===== config.mk =====
export PLATFORM = sky130hd
export DESIGN_NAME = spa_align_ctrl
export DESIGN_NICKNAME = d
export VERILOG_FILES = /design/src/hdl/spa_pkg.sv /design/src/hdl/spa_align_ctrl.sv
export VERILOG_INCLUDE_DIRS = /design/src /design/src/hdl
export SDC_FILE = /design/constraint.sdc
export NUM_CORES = 1
export LEC_CHECK = 0
export BUFFER_PORTS_ARGS = -buffer_cell sky130_fd_sc_hd__buf_2
export CELL_PAD_IN_SITES_DETAIL_PLACEMENT = 1
export CELL_PAD_IN_SITES_GLOBAL_PLACEMENT = 2
export CORE_ASPECT_RATIO = 0.8
export CORE_MARGIN = 2
export CORE_UTILIZATION = 41
export DETAILED_ROUTE_END_ITERATION = 7
export GPL_TIMING_DRIVEN = 1
export HOLD_SLACK_MARGIN = 0.05
export PLACE_DENSITY = 0.9
export SYNTH_ARGS = -nofsm -noshare
export SYNTH_HDL_FRONTEND = slang
export SYNTH_SLANG_ARGS = --single-unit

===== constraint.sdc =====
create_clock -name clk_sys -period 6.1 [get_ports clk_sys]
set_input_delay 1.22 -clock clk_sys [delete_from_list [all_inputs] [get_ports clk_sys]]
set_output_delay 1.22 -clock clk_sys [all_outputs]
set_load 0.01 [all_outputs]

===== src/hdl/spa_map.svh =====
// Constants of the serial alignment controller
`ifndef SPA_MAP_SVH
`define SPA_MAP_SVH
`define SPA_WORD_W      10
`define SPA_CNT_LAST    4'h9
`define SPA_K285_NEG    10'h17C
`define SPA_K285_POS    10'h283
`define SPA_RUN_MAX     4'h5
`define SPA_RUN_SAT     4'hF
`define SPA_COMMA_WIN   8'hFF
`define SPA_RATIO_10    2'h0
`define SPA_RATIO_20    2'h1
`define SPA_RATIO_40    2'h2
`define SPA_SER_IDLE    2'h2
`endif


===== src/hdl/spa_pkg.sv =====
// Types of the serial alignment controller
package spa_pkg;
	typedef struct packed {
		logic p;
		logic n;
	} spa_pair_t;
endpackage


===== src/hdl/spa_align_ctrl.sv =====
// Serializer, deserializer, comma alignment and signal-loss logic
`timescale 1ns/100ps
`default_nettype none
`include "spa_map.svh"
module spa_align_ctrl #(
	parameter bit ALT_PINOUT = 1'b0
) (
	input  wire logic              clk_sys,
	input  wire logic              rst,
	input  wire logic              ce,
	input  wire logic              tx_byte_clk,
	input  wire logic [9:0]        tx_data,
	input  wire logic              tx_speed_sel,
	input  wire logic              ref_clk_a,
	input  wire logic [1:0]        ref_ratio_sel,
	input  wire logic              loopback_en,
	input  wire spa_pkg::spa_pair_t rx_in,
	input  wire logic              rx_speed_sel,
	input  wire logic              align_en,
	output var  spa_pkg::spa_pair_t ser_out,
	output var  logic [9:0]        rx_word,
	output var  logic              rec_clk_a,
	output var  logic              rec_clk_b,
	output var  logic              comma_found,
	output var  logic              rx_signal_lost
);
	logic [9:0] tx_hold_r;
	logic [9:0] tx_sh_r;
	logic [3:0] tx_cnt_r;
	logic       tx_bit_r;
	logic       tx_clk_q_r;
	logic       tx_ph_r;
	logic       rx_ph_r;
	logic [9:0] rx_sh_r;
	logic [9:0] rx_sh_nxt;
	logic [3:0] rx_cnt_r;
	logic       rx_last_r;
	logic [3:0] run_cnt_r;
	logic [7:0] comma_age_r;
	logic       ref_q_r;
	logic [1:0] ratio;
	logic       tx_tick;
	logic       rx_tick;
	logic       rx_bit;
	logic       match;
	logic       word_evt;
	logic       ref_tick;

	// Half speed simply skips every other cycle
	assign tx_tick = ce && (tx_speed_sel || tx_ph_r);
	assign rx_tick = ce && (rx_speed_sel || rx_ph_r);
	// Equal legs read as zero, which also trips the run checker
	assign rx_bit = loopback_en ? tx_bit_r : (rx_in.p & ~rx_in.n);
	assign rx_sh_nxt = {rx_bit, rx_sh_r[9:1]};
	assign match = (rx_sh_nxt == `SPA_K285_NEG) ||
		(rx_sh_nxt == `SPA_K285_POS);
	assign word_evt = rx_tick && ((rx_cnt_r == `SPA_CNT_LAST) ||
		(align_en && match));
	assign ratio = ALT_PINOUT ? `SPA_RATIO_10 : ref_ratio_sel;
	// A faster word rate per reference period uses both reference edges
	assign ref_tick = ce && ((ratio == `SPA_RATIO_10) ?
		(ref_clk_a && !ref_q_r) : (ref_clk_a != ref_q_r));

	always_ff @(posedge clk_sys or posedge rst) begin
		if (rst) begin
			tx_ph_r <= 1'b0;
			rx_ph_r <= 1'b0;
			tx_clk_q_r <= 1'b0;
			ref_q_r <= 1'b0;
		end else if (ce) begin
			tx_ph_r <= ~tx_ph_r;
			rx_ph_r <= ~rx_ph_r;
			tx_clk_q_r <= tx_byte_clk;
			ref_q_r <= ref_clk_a;
		end
	end

	// Partner keeps tx_byte_clk locked to the reference, so no word slips while tx_speed_sel is high
	always_ff @(posedge clk_sys or posedge rst) begin
		if (rst) begin
			tx_hold_r <= 10'h000;
		end else if (ce && tx_byte_clk && !tx_clk_q_r) begin
			tx_hold_r <= tx_data;
		end
	end

	always_ff @(posedge clk_sys or posedge rst) begin
		if (rst) begin
			tx_sh_r <= 10'h000;
			tx_cnt_r <= 4'h0;
			tx_bit_r <= 1'b0;
		end else if (tx_tick) begin
			tx_bit_r <= tx_sh_r[0];
			if (tx_cnt_r == `SPA_CNT_LAST) begin
				tx_sh_r <= tx_hold_r;
				tx_cnt_r <= 4'h0;
			end else begin
				tx_sh_r <= {1'b0, tx_sh_r[9:1]};
				tx_cnt_r <= tx_cnt_r + 4'h1;
			end
		end
	end

	always_ff @(posedge clk_sys or posedge rst) begin
		if (rst) begin
			ser_out <= `SPA_SER_IDLE;
		end else if (ce) begin
			if (loopback_en) begin
				ser_out <= `SPA_SER_IDLE;
			end else begin
				ser_out <= {tx_bit_r, ~tx_bit_r};
			end
		end
	end

	always_ff @(posedge clk_sys or posedge rst) begin
		if (rst) begin
			rx_sh_r <= 10'h000;
			rx_cnt_r <= 4'h0;
			rx_word <= 10'h000;
		end else if (rx_tick) begin
			rx_sh_r <= rx_sh_nxt;
			if (word_evt) begin
				rx_word <= rx_sh_nxt;
				rx_cnt_r <= 4'h0;
			end else begin
				rx_cnt_r <= rx_cnt_r + 4'h1;
			end
		end
	end

	// A comma forces rec_clk_b high so the comma word lands on its rise;
	// a comma that arrives while rec_clk_b is already high goes unflagged
	always_ff @(posedge clk_sys or posedge rst) begin
		if (rst) begin
			rec_clk_a <= 1'b1;
			rec_clk_b <= 1'b0;
			comma_found <= 1'b0;
		end else if (ce) begin
			if (!align_en) begin
				comma_found <= 1'b0;
			end else if (word_evt) begin
				comma_found <= match && !rec_clk_b;
			end
			if (word_evt && align_en && match) begin
				rec_clk_a <= 1'b0;
				rec_clk_b <= 1'b1;
			end else if (rx_signal_lost ? ref_tick : word_evt) begin
				rec_clk_a <= ~rec_clk_a;
				rec_clk_b <= rec_clk_a;
			end
		end
	end

	always_ff @(posedge clk_sys or posedge rst) begin
		if (rst) begin
			rx_last_r <= 1'b0;
			run_cnt_r <= `SPA_RUN_SAT;
			comma_age_r <= `SPA_COMMA_WIN;
		end else if (rx_tick) begin
			rx_last_r <= rx_bit;
			if (rx_bit != rx_last_r) begin
				run_cnt_r <= 4'h1;
			end else if (run_cnt_r != `SPA_RUN_SAT) begin
				run_cnt_r <= run_cnt_r + 4'h1;
			end
			if (match) begin
				comma_age_r <= 8'h00;
			end else if (rx_cnt_r == `SPA_CNT_LAST &&
				comma_age_r != `SPA_COMMA_WIN) begin
				comma_age_r <= comma_age_r + 8'h01;
			end
		end
	end

	always_ff @(posedge clk_sys or posedge rst) begin
		if (rst) begin
			rx_signal_lost <= 1'b1;
		end else if (ce) begin
			rx_signal_lost <= (run_cnt_r > `SPA_RUN_MAX) ||
				(comma_age_r == `SPA_COMMA_WIN);
		end
	end

	property p_capture;
		@(posedge clk_sys) disable iff (rst)
		ce && tx_byte_clk && !tx_clk_q_r |=> tx_hold_r == $past(tx_data);
	endproperty
	a_capture: assert property (p_capture)
		else $error("transmit word not captured");

	property p_bit_order;
		@(posedge clk_sys) disable iff (rst)
		tx_tick |=> tx_bit_r == $past(tx_sh_r[0]);
	endproperty
	a_bit_order: assert property (p_bit_order)
		else $error("serial bit not taken from bit 0");

	property p_tx_half;
		@(posedge clk_sys) disable iff (rst)
		tx_tick && !tx_speed_sel ##1 !tx_speed_sel |-> !tx_tick;
	endproperty
	a_tx_half: assert property (p_tx_half)
		else $error("half speed sent two bits in a row");

	property p_wrap_idle;
		@(posedge clk_sys) disable iff (rst)
		ce && loopback_en |=> ser_out.p && !ser_out.n;
	endproperty
	a_wrap_idle: assert property (p_wrap_idle)
		else $error("serial output not idle in loopback");

	property p_wrap_feed;
		@(posedge clk_sys) disable iff (rst)
		rx_tick && loopback_en |=> rx_sh_r[9] == $past(tx_bit_r);
	endproperty
	a_wrap_feed: assert property (p_wrap_feed)
		else $error("loopback did not feed receiver");

	property p_clk_pair;
		@(posedge clk_sys) disable iff (rst)
		rec_clk_a != rec_clk_b;
	endproperty
	a_clk_pair: assert property (p_clk_pair)
		else $error("recovered clocks not complementary");

	property p_comma_word;
		@(posedge clk_sys) disable iff (rst)
		comma_found |-> rx_word == `SPA_K285_NEG || rx_word == `SPA_K285_POS;
	endproperty
	a_comma_word: assert property (p_comma_word)
		else $error("comma flag without comma word");

	property p_comma_rise;
		@(posedge clk_sys) disable iff (rst)
		$rose(comma_found) |-> $rose(rec_clk_b);
	endproperty
	a_comma_rise: assert property (p_comma_rise)
		else $error("comma flag not on rec_clk_b rise");

	property p_comma_off;
		@(posedge clk_sys) disable iff (rst)
		ce && !align_en |=> !comma_found;
	endproperty
	a_comma_off: assert property (p_comma_off)
		else $error("comma flag while alignment off");

	property p_los_run;
		@(posedge clk_sys) disable iff (rst)
		ce && run_cnt_r > `SPA_RUN_MAX |=> rx_signal_lost;
	endproperty
	a_los_run: assert property (p_los_run)
		else $error("long run not reported as loss");
endmodule
`default_nettype wire


==> run metrics, run 1 <==
residual DRC count 0; number of post-CTS setup repair buffers 0; floorplan die area 8700 µm²; power consumption approximately 1.6 mW; Max Root-Sink Buffers 2; cell depth of the worst flop-to-flop path 9; post-cts resize count 0; Final Setup Violations 0; floorplan row count 29; CTS buffer count 9; NetSw between 500 and 600 µW; remaining antenna violation count after routing 0; synthesized area per cell 11.0 µm²; leakage power total roughly 1.8 nW; post-place setup slack between 2 and 2.5 ns; final sum of negative setup slack 0 ns; GRT Total Usage a little under a fifth; Data required, critical path 6.34 ns; post-DR vias/cell 5.20; crit start category input port; Cells after Synth 296; Setup WS post-layout 2.72 ns; pin count of the biggest net entering global routing 71; growth of design area from synthesis to finish 16.2%; number of buffer cells added on primary ports 38; x dimension of the die 104 µm; synthesized-area fraction occupied by adder cells between 3 and 4%; final setup skew 0.0107 ns; Seq pwr share 47.8%; register bit total from synthesis 70; Synth Flop Type dfrtp_1; remaining global-route overflow 0; last weighted congestion value of the routability-driven placer 0.787; effective utilization at floorplan 41.7%; Setup Crit Path Kind input port to flip-flop; total detailed-routing wirelength 7.33 mm; power share of the combinational group 25.9%; most repeated cell in the gate-level netlist after synthesis dfrtp_1; cell area reported after detailed placement 3570 µm²; H-tree depth reported by CTS 3; Synth Area in Compound Gates 9.66%; total via count after detailed routing 2,346; RSZ-0062 raised after global routing no; Hold Buf Count CTS 0; wire length of the first global-routing pass about 12 mm; cell type contributing the most total cell area after synthesis dfrtp_1; CTS tree built; antenna violations before repair 0; CP max FO 11; TritonCTS Sinks 70; clock share of power 26.4%; min-delay src tx_sh_r[5]; min-delay worst type flip-flop to flip-flop; fin area ~3800 µm²; result of the run finished clean; fraction of the cycle the final worst path needs 55.3%; endpoint of the worst-slack reg-to-reg timing path rx_word[9]; endpoints failing hold 0; count of flip-flops with a built-in enable after synthesis 0; cell-internal power 1.08 mW; endpoint with the worst hold slack tx_sh_r[5]; clock root buffer clkbuf_8; share of final-layout standard cells stronger than drive strength 1 around 29%; largest family of logic cells by synthesized area simple AND/OR/NAND/NOR gates; Clock transition at path regs 0.09 ns; arrival time worst endpoint 3.61 ns; timing-limited maximum frequency 0.296 GHz; Max transition margin 35.2%; power density over the cells approximately 430 nW/µm²; DR iter-0 viols 67; number of max-slew violations in the final report 0; vias in the first global route 2,486; detail-routed net length per standard cell 16.3 µm; sequential element share of the synthesized area a little over half; portion of synthesized cell area occupied by the leading cell type 42.2%; flop2flop setup slack 3.60 ns; detailed-placement wirelength estimate 5.07 mm; ranking of synthesized cells by area dfrtp_1 (42%), dfstp_2 (12%), nand2_1 (6.1%); area of the core between 7000 and 8000 µm²; maximum vdd ir drop around 0.16 mV; basic-gate share of the synthesized area counting and, or, nand and nor cells 15.9%; type of destination of the critical path flip-flop; area of the mapped netlist 3260 µm²; shortest period the worst path allows 3.38 ns; first drt pass iteration count 4; multiplexer share of the synthesized area 11.7%; number of distinct standard cells referenced by the synthesized netlist 48; boundary pin count 39; most instantiated cells after synthesis dfrtp_1 (55), nand2_1 (53), o21ai_0 (22), dfstp_2 (15), nor2_1 (15); switching power as a share of total power about a third; worst reg2reg startpoint tx_bit_r; smallest hold slack slightly below 0.5 ns; synthesized-area fraction occupied by xor and xnor cells 2.41%; Max-Cap Viols 0; Hold Path Depth 2; Least-Margin Pin Slew around 0.97 ns; syn nets between 300 and 400; antenna diode count 0; vertical die dimension 83.8 µm; CP Launch Point rx_in[0]; asr flop ratio synth 100%; Clk Latency, worst-skew pair 0.35 ns; filler cell count 888; synth warn 0; final layout net count 370
## area by class of cell
class | instances | area [µm²] | share of cell area [%]
clock buffers | 9 | 124 | 3.27
well taps | 108 | 135 | 3.56
clock inverters | 7 | 104 | 2.74
flip-flops and latches | 70 | 1770 | 46.7
inverters | 10 | 37.5 | 0.989
repair buffers | 41 | 213 | 5.61
multi-input cells | 206 | 1410 | 37.2
## worst max path at each step
stage | endpoint | slack [ns] | cells past startpoint
2_1_floorplan | rx_word[0] | 3.02 | 9
3_3_place_gp | rx_word[9] | 2.45 | 10
3_5_place_dp | rx_word[9] | 2.36 | 10
4_1_cts | rx_word[9] | 2.73 | 10
5_1_grt | rx_word[9] | 2.60 | 10
6_report | rx_word[9] | 2.72 | 10
## cells by family after synthesis
logic type | Yosys count
simple gates | 106
fa+ha+maj | 9
xor+xnor | 9
buf+inv | 20
flops | 70
mux | 32
compound gates | 50
## cell usage in the layout, fill, tap and decap left out, types with 3 or more instances in the layout
cell type and count:
dfrtp_1 55, nand2_1 53, buf_2 38, o21ai_0 21, nor2_1 15, dfstp_2 15
mux2_2 13, inv_1 9, mux2_4 9, mux2i_1 9, ha_1 9, clkbuf_8 9
a21oi_1 8, nor3_1 8, xor2_1 7, nand3_1 6, and3_1 4, o21ai_1 3
nor2b_1 3, nand4_1 3, a31oi_1 3, inv_6 3, buf_4 3
## state kept, by name (all words and copies together), names as in the netlist, 2 cells and up
name / cells
comma_age_r: 8
rx_word: 10
run_cnt_r: 4
rx_sh_r: 9
tx_cnt_r: 4
ser_out: 2
tx_sh_r: 10
tx_hold_r: 10
rx_cnt_r: 4
## metal layers
layer  track usage [%]  wire length [µm]  up-vias  share of wire [%]
li1                  -                 -     1117                  -
met1              22.0              3310     1187                 45
met2              30.7              3690       33                 50
met3              5.15               226        9                3.1
met4              7.25               107        0                1.5
met5                 0                 0        -                  0
## stage by stage
| stage | instances | utilization, % |
|---|---|---|
| after floorplan | 296 | - |
| after global placement | 435 | 45.5 |
| after detailed placement | 435 | 45.5 |
| after CTS | 451 | 48.4 |
| after global routing | 451 | 48.4 |
| final | 451 | 48.4 |
## critical path, stage by stage
cell	delay, ns
buf_2	0.09
nand2b_1	0.13
o21ai_0	0.40
inv_1	0.13
ha_1	0.21
and4bb_1	0.21
nand4b_2	0.16
a211oi_4	0.11
nor2_2	0.59
mux2_1	0.38
## power groups by stage
| stage | Sequential, mW | Combinational [mW] | Clock (mW) |
|---|---|---|---|
| after floorplan | 0.761 | 0.292 | 0 |
| after global placement | 0.777 | 0.400 | 0 |
| after detailed placement | 0.785 | 0.429 | 0 |
| after CTS | 0.781 | 0.431 | 0.446 |
| after global routing | 0.802 | 0.477 | 0.465 |
| final | 0.780 | 0.423 | 0.431 |
Note: power is estimated with default switching activity, not from simulation.
==> run 2, diff against run 1 <==
--- a/config.mk
+++ b/config.mk
@@ -11,11 +11,11 @@
 export CELL_PAD_IN_SITES_GLOBAL_PLACEMENT = 2
 export CORE_ASPECT_RATIO = 0.8
 export CORE_MARGIN = 2
-export CORE_UTILIZATION = 41
+export CORE_UTILIZATION = 34
 export DETAILED_ROUTE_END_ITERATION = 7
 export GPL_TIMING_DRIVEN = 1
 export HOLD_SLACK_MARGIN = 0.05
-export PLACE_DENSITY = 0.9
+export PLACE_DENSITY = 0.81
 export SYNTH_ARGS = -nofsm -noshare
 export SYNTH_HDL_FRONTEND = slang
 export SYNTH_SLANG_ARGS = --single-unit
==> constraint.sdc (replaced) <==
create_clock -name clk_sys -period 2.8 [get_ports clk_sys]
set_input_delay 0.56 -clock clk_sys [delete_from_list [all_inputs] [get_ports clk_sys]]
set_output_delay 0.56 -clock clk_sys [all_outputs]
set_load 0.01 [all_outputs]
==> run 2 against run 1 <==
Compared with the run above: power up 140%; clock power rose to 2.9 times the previous value; final cell count increased by 2.9%; combinational power is 120% higher; register-to-register slack got worse by 3.3 ns; sequential power up 120%; non-clock buffer count grew 6; largest cell class unchanged; largest power group unchanged.
==> run metrics, run 2 (same netlist as run 1, synthesis figures left out) <==
result of the run finished clean; Final Setup Violations 0; floorplan row count 31; last weighted congestion value of the routability-driven placer 0.722; cell-by-cell listing of the critical path buf_2 -> nand2b_1 -> o21ai_0 -> inv_1 -> ha_1 -> and4bb_1 -> nand4b_2 -> a211oi_4 -> nor2_2 -> mux2_1; share of final-layout standard cells stronger than drive strength 1 between 30% and 40%; remaining antenna violation count after routing 0; final sum of negative setup slack 0 ns; smallest hold slack 0.258 ns; Data required, critical path 3.02 ns; antenna diode count 0; residual DRC count 0; type of destination of the critical path flip-flop; arrival time worst endpoint 2.83 ns; filler cell count 1,012; leakage power total 1.90 nW; TritonCTS Sinks 70; first drt pass iteration count 4; x dimension of the die 114 µm; CP max FO 11; detail-routed net length per standard cell between 15 and 20 µm; fraction of the cycle the final worst path needs slightly above 90%; GRT Total Usage between 10% and 20%; number of max-slew violations in the final report 0; fin area 3960 µm²; CTS tree built; floorplan die area between 10,000 and 15,000 µm²; Max transition margin 49.3%; min-delay worst type input port to asynchronous set/reset pin; timing-limited maximum frequency between 0.3 and 0.4 GHz; growth of design area from synthesis to finish 21.2%; antenna violations before repair 0; biggest regs rx_word (10), tx_hold_r (10), tx_sh_r (10); detailed-placement wirelength estimate about 5.2 mm; total via count after detailed routing 2,364; grt met1 use 19.4%; endpoints failing hold 0; clock root buffer clkbuf_16; global routing met2 resource utilization about a quarter; cell with the largest stage delay on the worst path nor2_2; power consumption 3.87 mW; cell area reported after detailed placement roughly 3600 µm²; CTS buffer count 9; routing layer with the top usage in global route met2; final layout net count around 380; Max Root-Sink Buffers 2; crit start category input port; remaining global-route overflow 0; RSZ-0062 raised after global routing no; Max-Cap Viols 0; Setup Crit Path Kind input port to flip-flop; number of post-CTS setup repair buffers 0; pin count of the biggest net entering global routing between 40 and 50; Hold Buf Count CTS 0; leading cell type in the layout, fill and taps excluded dfrtp_1; number of buffer cells added on primary ports 38; DR iter-0 viols 64; Setup WS post-layout about 0.19 ns; power density over the cells between 900 and 1000 nW/µm²; CP bufs+invs 2; area of the core 9190 µm²; H-tree depth reported by CTS 3; vias in the first global route between 2,000 and 3,000; Clk Latency, worst-skew pair between 0.3 and 0.4 ns; longest individual stage delay on the worst path 0.60 ns; Clock transition at path regs 0.06 ns; post-place setup slack -0.166 ns; shortest period the worst path allows around 2.6 ns; maximum vdd ir drop 0.362 mV; area of combinational cells with multiple inputs 1410 µm²; global-route track usage on met3 5.68%; total detailed-routing wirelength 7.51 mm; Storage cell area roughly 1800 µm²; wire length of the first global-routing pass 12.7 mm; post-DR vias/cell 5.09; post-cts resize count 0; effective utilization at floorplan 35.5%; commonest non-fill, non-tap cells in the layout dfrtp_1 (55), nand2_1 (53), buf_2 (38); Largest delay share family, worst path simple AND/OR/NAND/NOR gates; vertical die dimension 91.6 µm; Least-Margin Pin Slew 0.760 ns; boundary pin count 39; final setup skew roughly 0.0081 ns
[run 2: cell types whose count changed in the layout (fill, tap and decap cells not counted), sizes merged]
cell      previous run  this run
buf                 41        47
clkbuf               9        10
clkinv               2         1
inv                 13        12
clkinvlp             0         1
[run 2: worst paths after layout]
kind / start / to / slack, ns / cells after the start
worst max-delay path: rx_in[0] / rx_word[9] / 0.19 / 10
worst min-delay path: rst / rx_cnt_r[1] / 0.26 / 2
worst max register to register: tx_bit_r / rx_word[9] / 0.30 / 9
worst min register to register: tx_sh_r[7] / tx_sh_r[7] / 0.48 / 2
max in group asynchronous: rst / comma_age_r[0] / 1.84 / 3
min in group clk_sys: tx_data[3] / tx_hold_r[3] / 0.45 / 2
[run 2: cell type report]
| class | count | area share (%) |
|---|---|---|
| Clock buffer | 10 | 5.79 |
| Clock inverter | 6 | 2.37 |
| Inverter | 10 | 0.949 |
| Multi-Input combinational cell | 206 | 35.7 |
| Sequential cell | 70 | 44.8 |
| Tap cell | 115 | 3.64 |
| Timing Repair Buffer | 47 | 6.83 |
[run 2: through the flow]
stage | instances | utilization [%]
finish | 464 | 43.0
global route | 464 | 43.0
CTS | 464 | 43.0
detailed placement | 448 | 39.5
global placement | 448 | 39.5
floorplan | 296 | -
[run 2: layer usage]
metal | part of all wire [%] | wire [µm] | up-vias
met5 | 0 | 0 | -
met4 | 1.5 | 114 | 0
met3 | 4.3 | 326 | 16
met2 | 49 | 3650 | 35
met1 | 46 | 3420 | 1183
li1 | - | - | 1130
[run 2: power breakdown]
group	total (mW)	internal [mW]	switching (mW)	leakage, nW
combinational	0.921	0.453	0.467	0.881
clock	1.25	0.788	0.466	0.154
sequential	1.70	1.39	0.304	0.861
==> run 3, diff against run 2 <==
--- a/config.mk
+++ b/config.mk
@@ -6,16 +6,16 @@
 export SDC_FILE = /design/constraint.sdc
 export NUM_CORES = 1
 export LEC_CHECK = 0
-export BUFFER_PORTS_ARGS = -buffer_cell sky130_fd_sc_hd__buf_2
 export CELL_PAD_IN_SITES_DETAIL_PLACEMENT = 1
 export CELL_PAD_IN_SITES_GLOBAL_PLACEMENT = 2
 export CORE_ASPECT_RATIO = 0.8
 export CORE_MARGIN = 2
-export CORE_UTILIZATION = 34
+export CORE_UTILIZATION = 37
 export DETAILED_ROUTE_END_ITERATION = 7
+export DONT_BUFFER_PORTS = 1
 export GPL_TIMING_DRIVEN = 1
 export HOLD_SLACK_MARGIN = 0.05
-export PLACE_DENSITY = 0.81
+export PLACE_DENSITY = 0.8
 export SYNTH_ARGS = -nofsm -noshare
 export SYNTH_HDL_FRONTEND = slang
 export SYNTH_SLANG_ARGS = --single-unit
==> run 3 against run 2 <==
Compared with the run above: non-clock buffer count down 40; first-iteration DRC count decreased by 13%; via count is 8.4% lower; critical path depth shrank 1; register-to-register slack improved by 0.02 ns; maximum frequency is 5.0% higher; sequential share of layout area grew 4.3 points; critical path type is now flip-flop to flip-flop; critical endpoint unchanged; largest cell class unchanged.
==> run metrics, run 3 (same netlist as run 1, synthesis figures left out) <==
final layout net count 336; pin count of the biggest net entering global routing 38; type of destination of the critical path flip-flop; result of the run finished clean; Clk Latency, worst-skew pair 0.34 ns; antenna violations before repair 0; number of max-slew violations in the final report 0; remaining antenna violation count after routing 0; # placed instances between 400 and 500; residual DRC count 0; cell area reported after detailed placement 3420 µm²; number of post-CTS setup repair buffers 0; final sum of negative setup slack 0 ns; maximum vdd ir drop 0.282 mV; filler cell count 934; leading cell type in the layout, fill and taps excluded dfrtp_1; flop2flop setup slack 0.32 ns; clock root buffer clkbuf_8; Setup WS post-layout 0.316 ns; min-delay worst type input port to asynchronous set/reset pin; CTS tree built; fraction of the cycle the final worst path needs 88.7%; antenna diode count 0; first drt pass iteration count 4; RSZ-0062 raised after global routing no; Storage cell area around 1800 µm²; effective utilization at floorplan 38.3%; power density over the cells approximately 910 nW/µm²; Least-Margin Pin Slew 0.763 ns; endpoints failing hold 0; x dimension of the die 109 µm; TritonCTS Sinks 70; Max transition margin 49.1%; final standard cell count with taps included and fillers excluded 421; Max Root-Sink Buffers 2; share of final-layout standard cells stronger than drive strength 1 21.4%; crit start category flip-flop; wire length of the first global-routing pass 11.4 mm; power consumption 3.29 mW; fin area 3610 µm²; Data required, critical path 3.02 ns; Setup Crit Path Kind flip-flop to flip-flop; Final Setup Violations 0; commonest non-fill, non-tap cells in the layout dfrtp_1 (55), nand2_1 (53), o21ai_0 (21); post-place setup slack 0.0561 ns; cell depth of the worst flop-to-flop path 9; final setup skew about 0.0096 ns; total detailed-routing wirelength 6.90 mm; remaining global-route overflow 0; Max-Cap Viols 0; biggest regs rx_word (10), tx_hold_r (10), tx_sh_r (10); Clock transition at path regs 0.08 ns; growth of design area from synthesis to finish 10.5%; timing-limited maximum frequency just over 0.4 GHz; post-DR vias/cell 5.14; floorplan row count 30; detail-routed net length per standard cell between 15 and 20 µm; worst reg2reg startpoint tx_bit_r; vertical die dimension about 90 µm; final cell utilization of the core 42.3%; total via count after detailed routing ~2,200; arrival time worst endpoint approximately 2.7 ns; endpoint of the worst-slack reg-to-reg timing path rx_word[9]; number of buffer cells added on primary ports 0; Hold Buf Count CTS 0; floorplan die area 9590 µm²; smallest hold slack 0.211 ns; area of the core about 8500 µm²; shortest period the worst path allows 2.48 ns; post-cts resize count 0; leakage power total 1.65 nW; boundary pin count 39; GRT Total Usage roughly 16%; detailed-placement wirelength estimate 4.94 mm; H-tree depth reported by CTS 3; CTS buffer count 9; last weighted congestion value of the routability-driven placer 0.759; CP max FO 11; DR iter-0 viols 56; vias in the first global route 2,233; area of combinational cells with multiple inputs 1410 µm²
-- run 3: cell count changes in the layout (fill, tap and decap cells not counted), sizes merged --
cell and delta:
bufinv -2, clkinvlp +2, buf -40
-- run 3: layout make-up --
| cell class | instances | share of cell area [%] |
|---|---|---|
| sequential | 70 | 49.1 |
| multi-input combinational | 206 | 39.1 |
| tap | 112 | 3.89 |
| clock buffer | 10 | 3.82 |
| timing repair buffer | 7 | 1.80 |
| clock inverter | 6 | 1.25 |
| inverter | 10 | 1.04 |
-- run 3: worst max path at each step --
stage / from / endpoint / slack (ns) / depth (start not counted)
global route: tx_bit_r / rx_word[9] / 0.17 / 9
global placement: rx_in[0] / rx_word[9] / 0.12 / 9
finish: tx_bit_r / rx_word[9] / 0.32 / 9
CTS: tx_bit_r / rx_word[9] / 0.33 / 9
detailed placement: rx_in[0] / rx_word[9] / 0.06 / 9
floorplan: rx_in[0] / rx_word[0] / 0.38 / 9
-- run 3: per-layer routing --
| layer | track usage [%] | up-vias | share of wire, % |
|---|---|---|---|
| li1 | - | 1041 | - |
| met2 | 24.4 | 24 | 45 |
| met3 | 5.06 | 5 | 4.1 |
| met1 | 20.6 | 1095 | 50 |
| met5 | 0 | - | 0 |
| met4 | 5.59 | 0 | 0.80 |
-- run 3: power by group --
part           leakage [nW]  total [mW]  internal [mW]  switching, mW
registers             0.861        1.75           1.39          0.363
clock network        0.0853       0.760          0.350          0.410
logic                 0.706       0.775          0.391          0.384
total                  1.65        3.29           2.13           1.16
-- run 3: critical path, stage by stage, from the launching register on --
cell and delay, ns:
dfrtp_1 0.42, nand2_1 0.07, o21ai_0 0.14, buf_4 0.18
ha_1 0.16, and4b_1 0.19, nand4b_2 0.14, a211oi_4 0.09
nor2_2 0.60, mux2_1 0.38
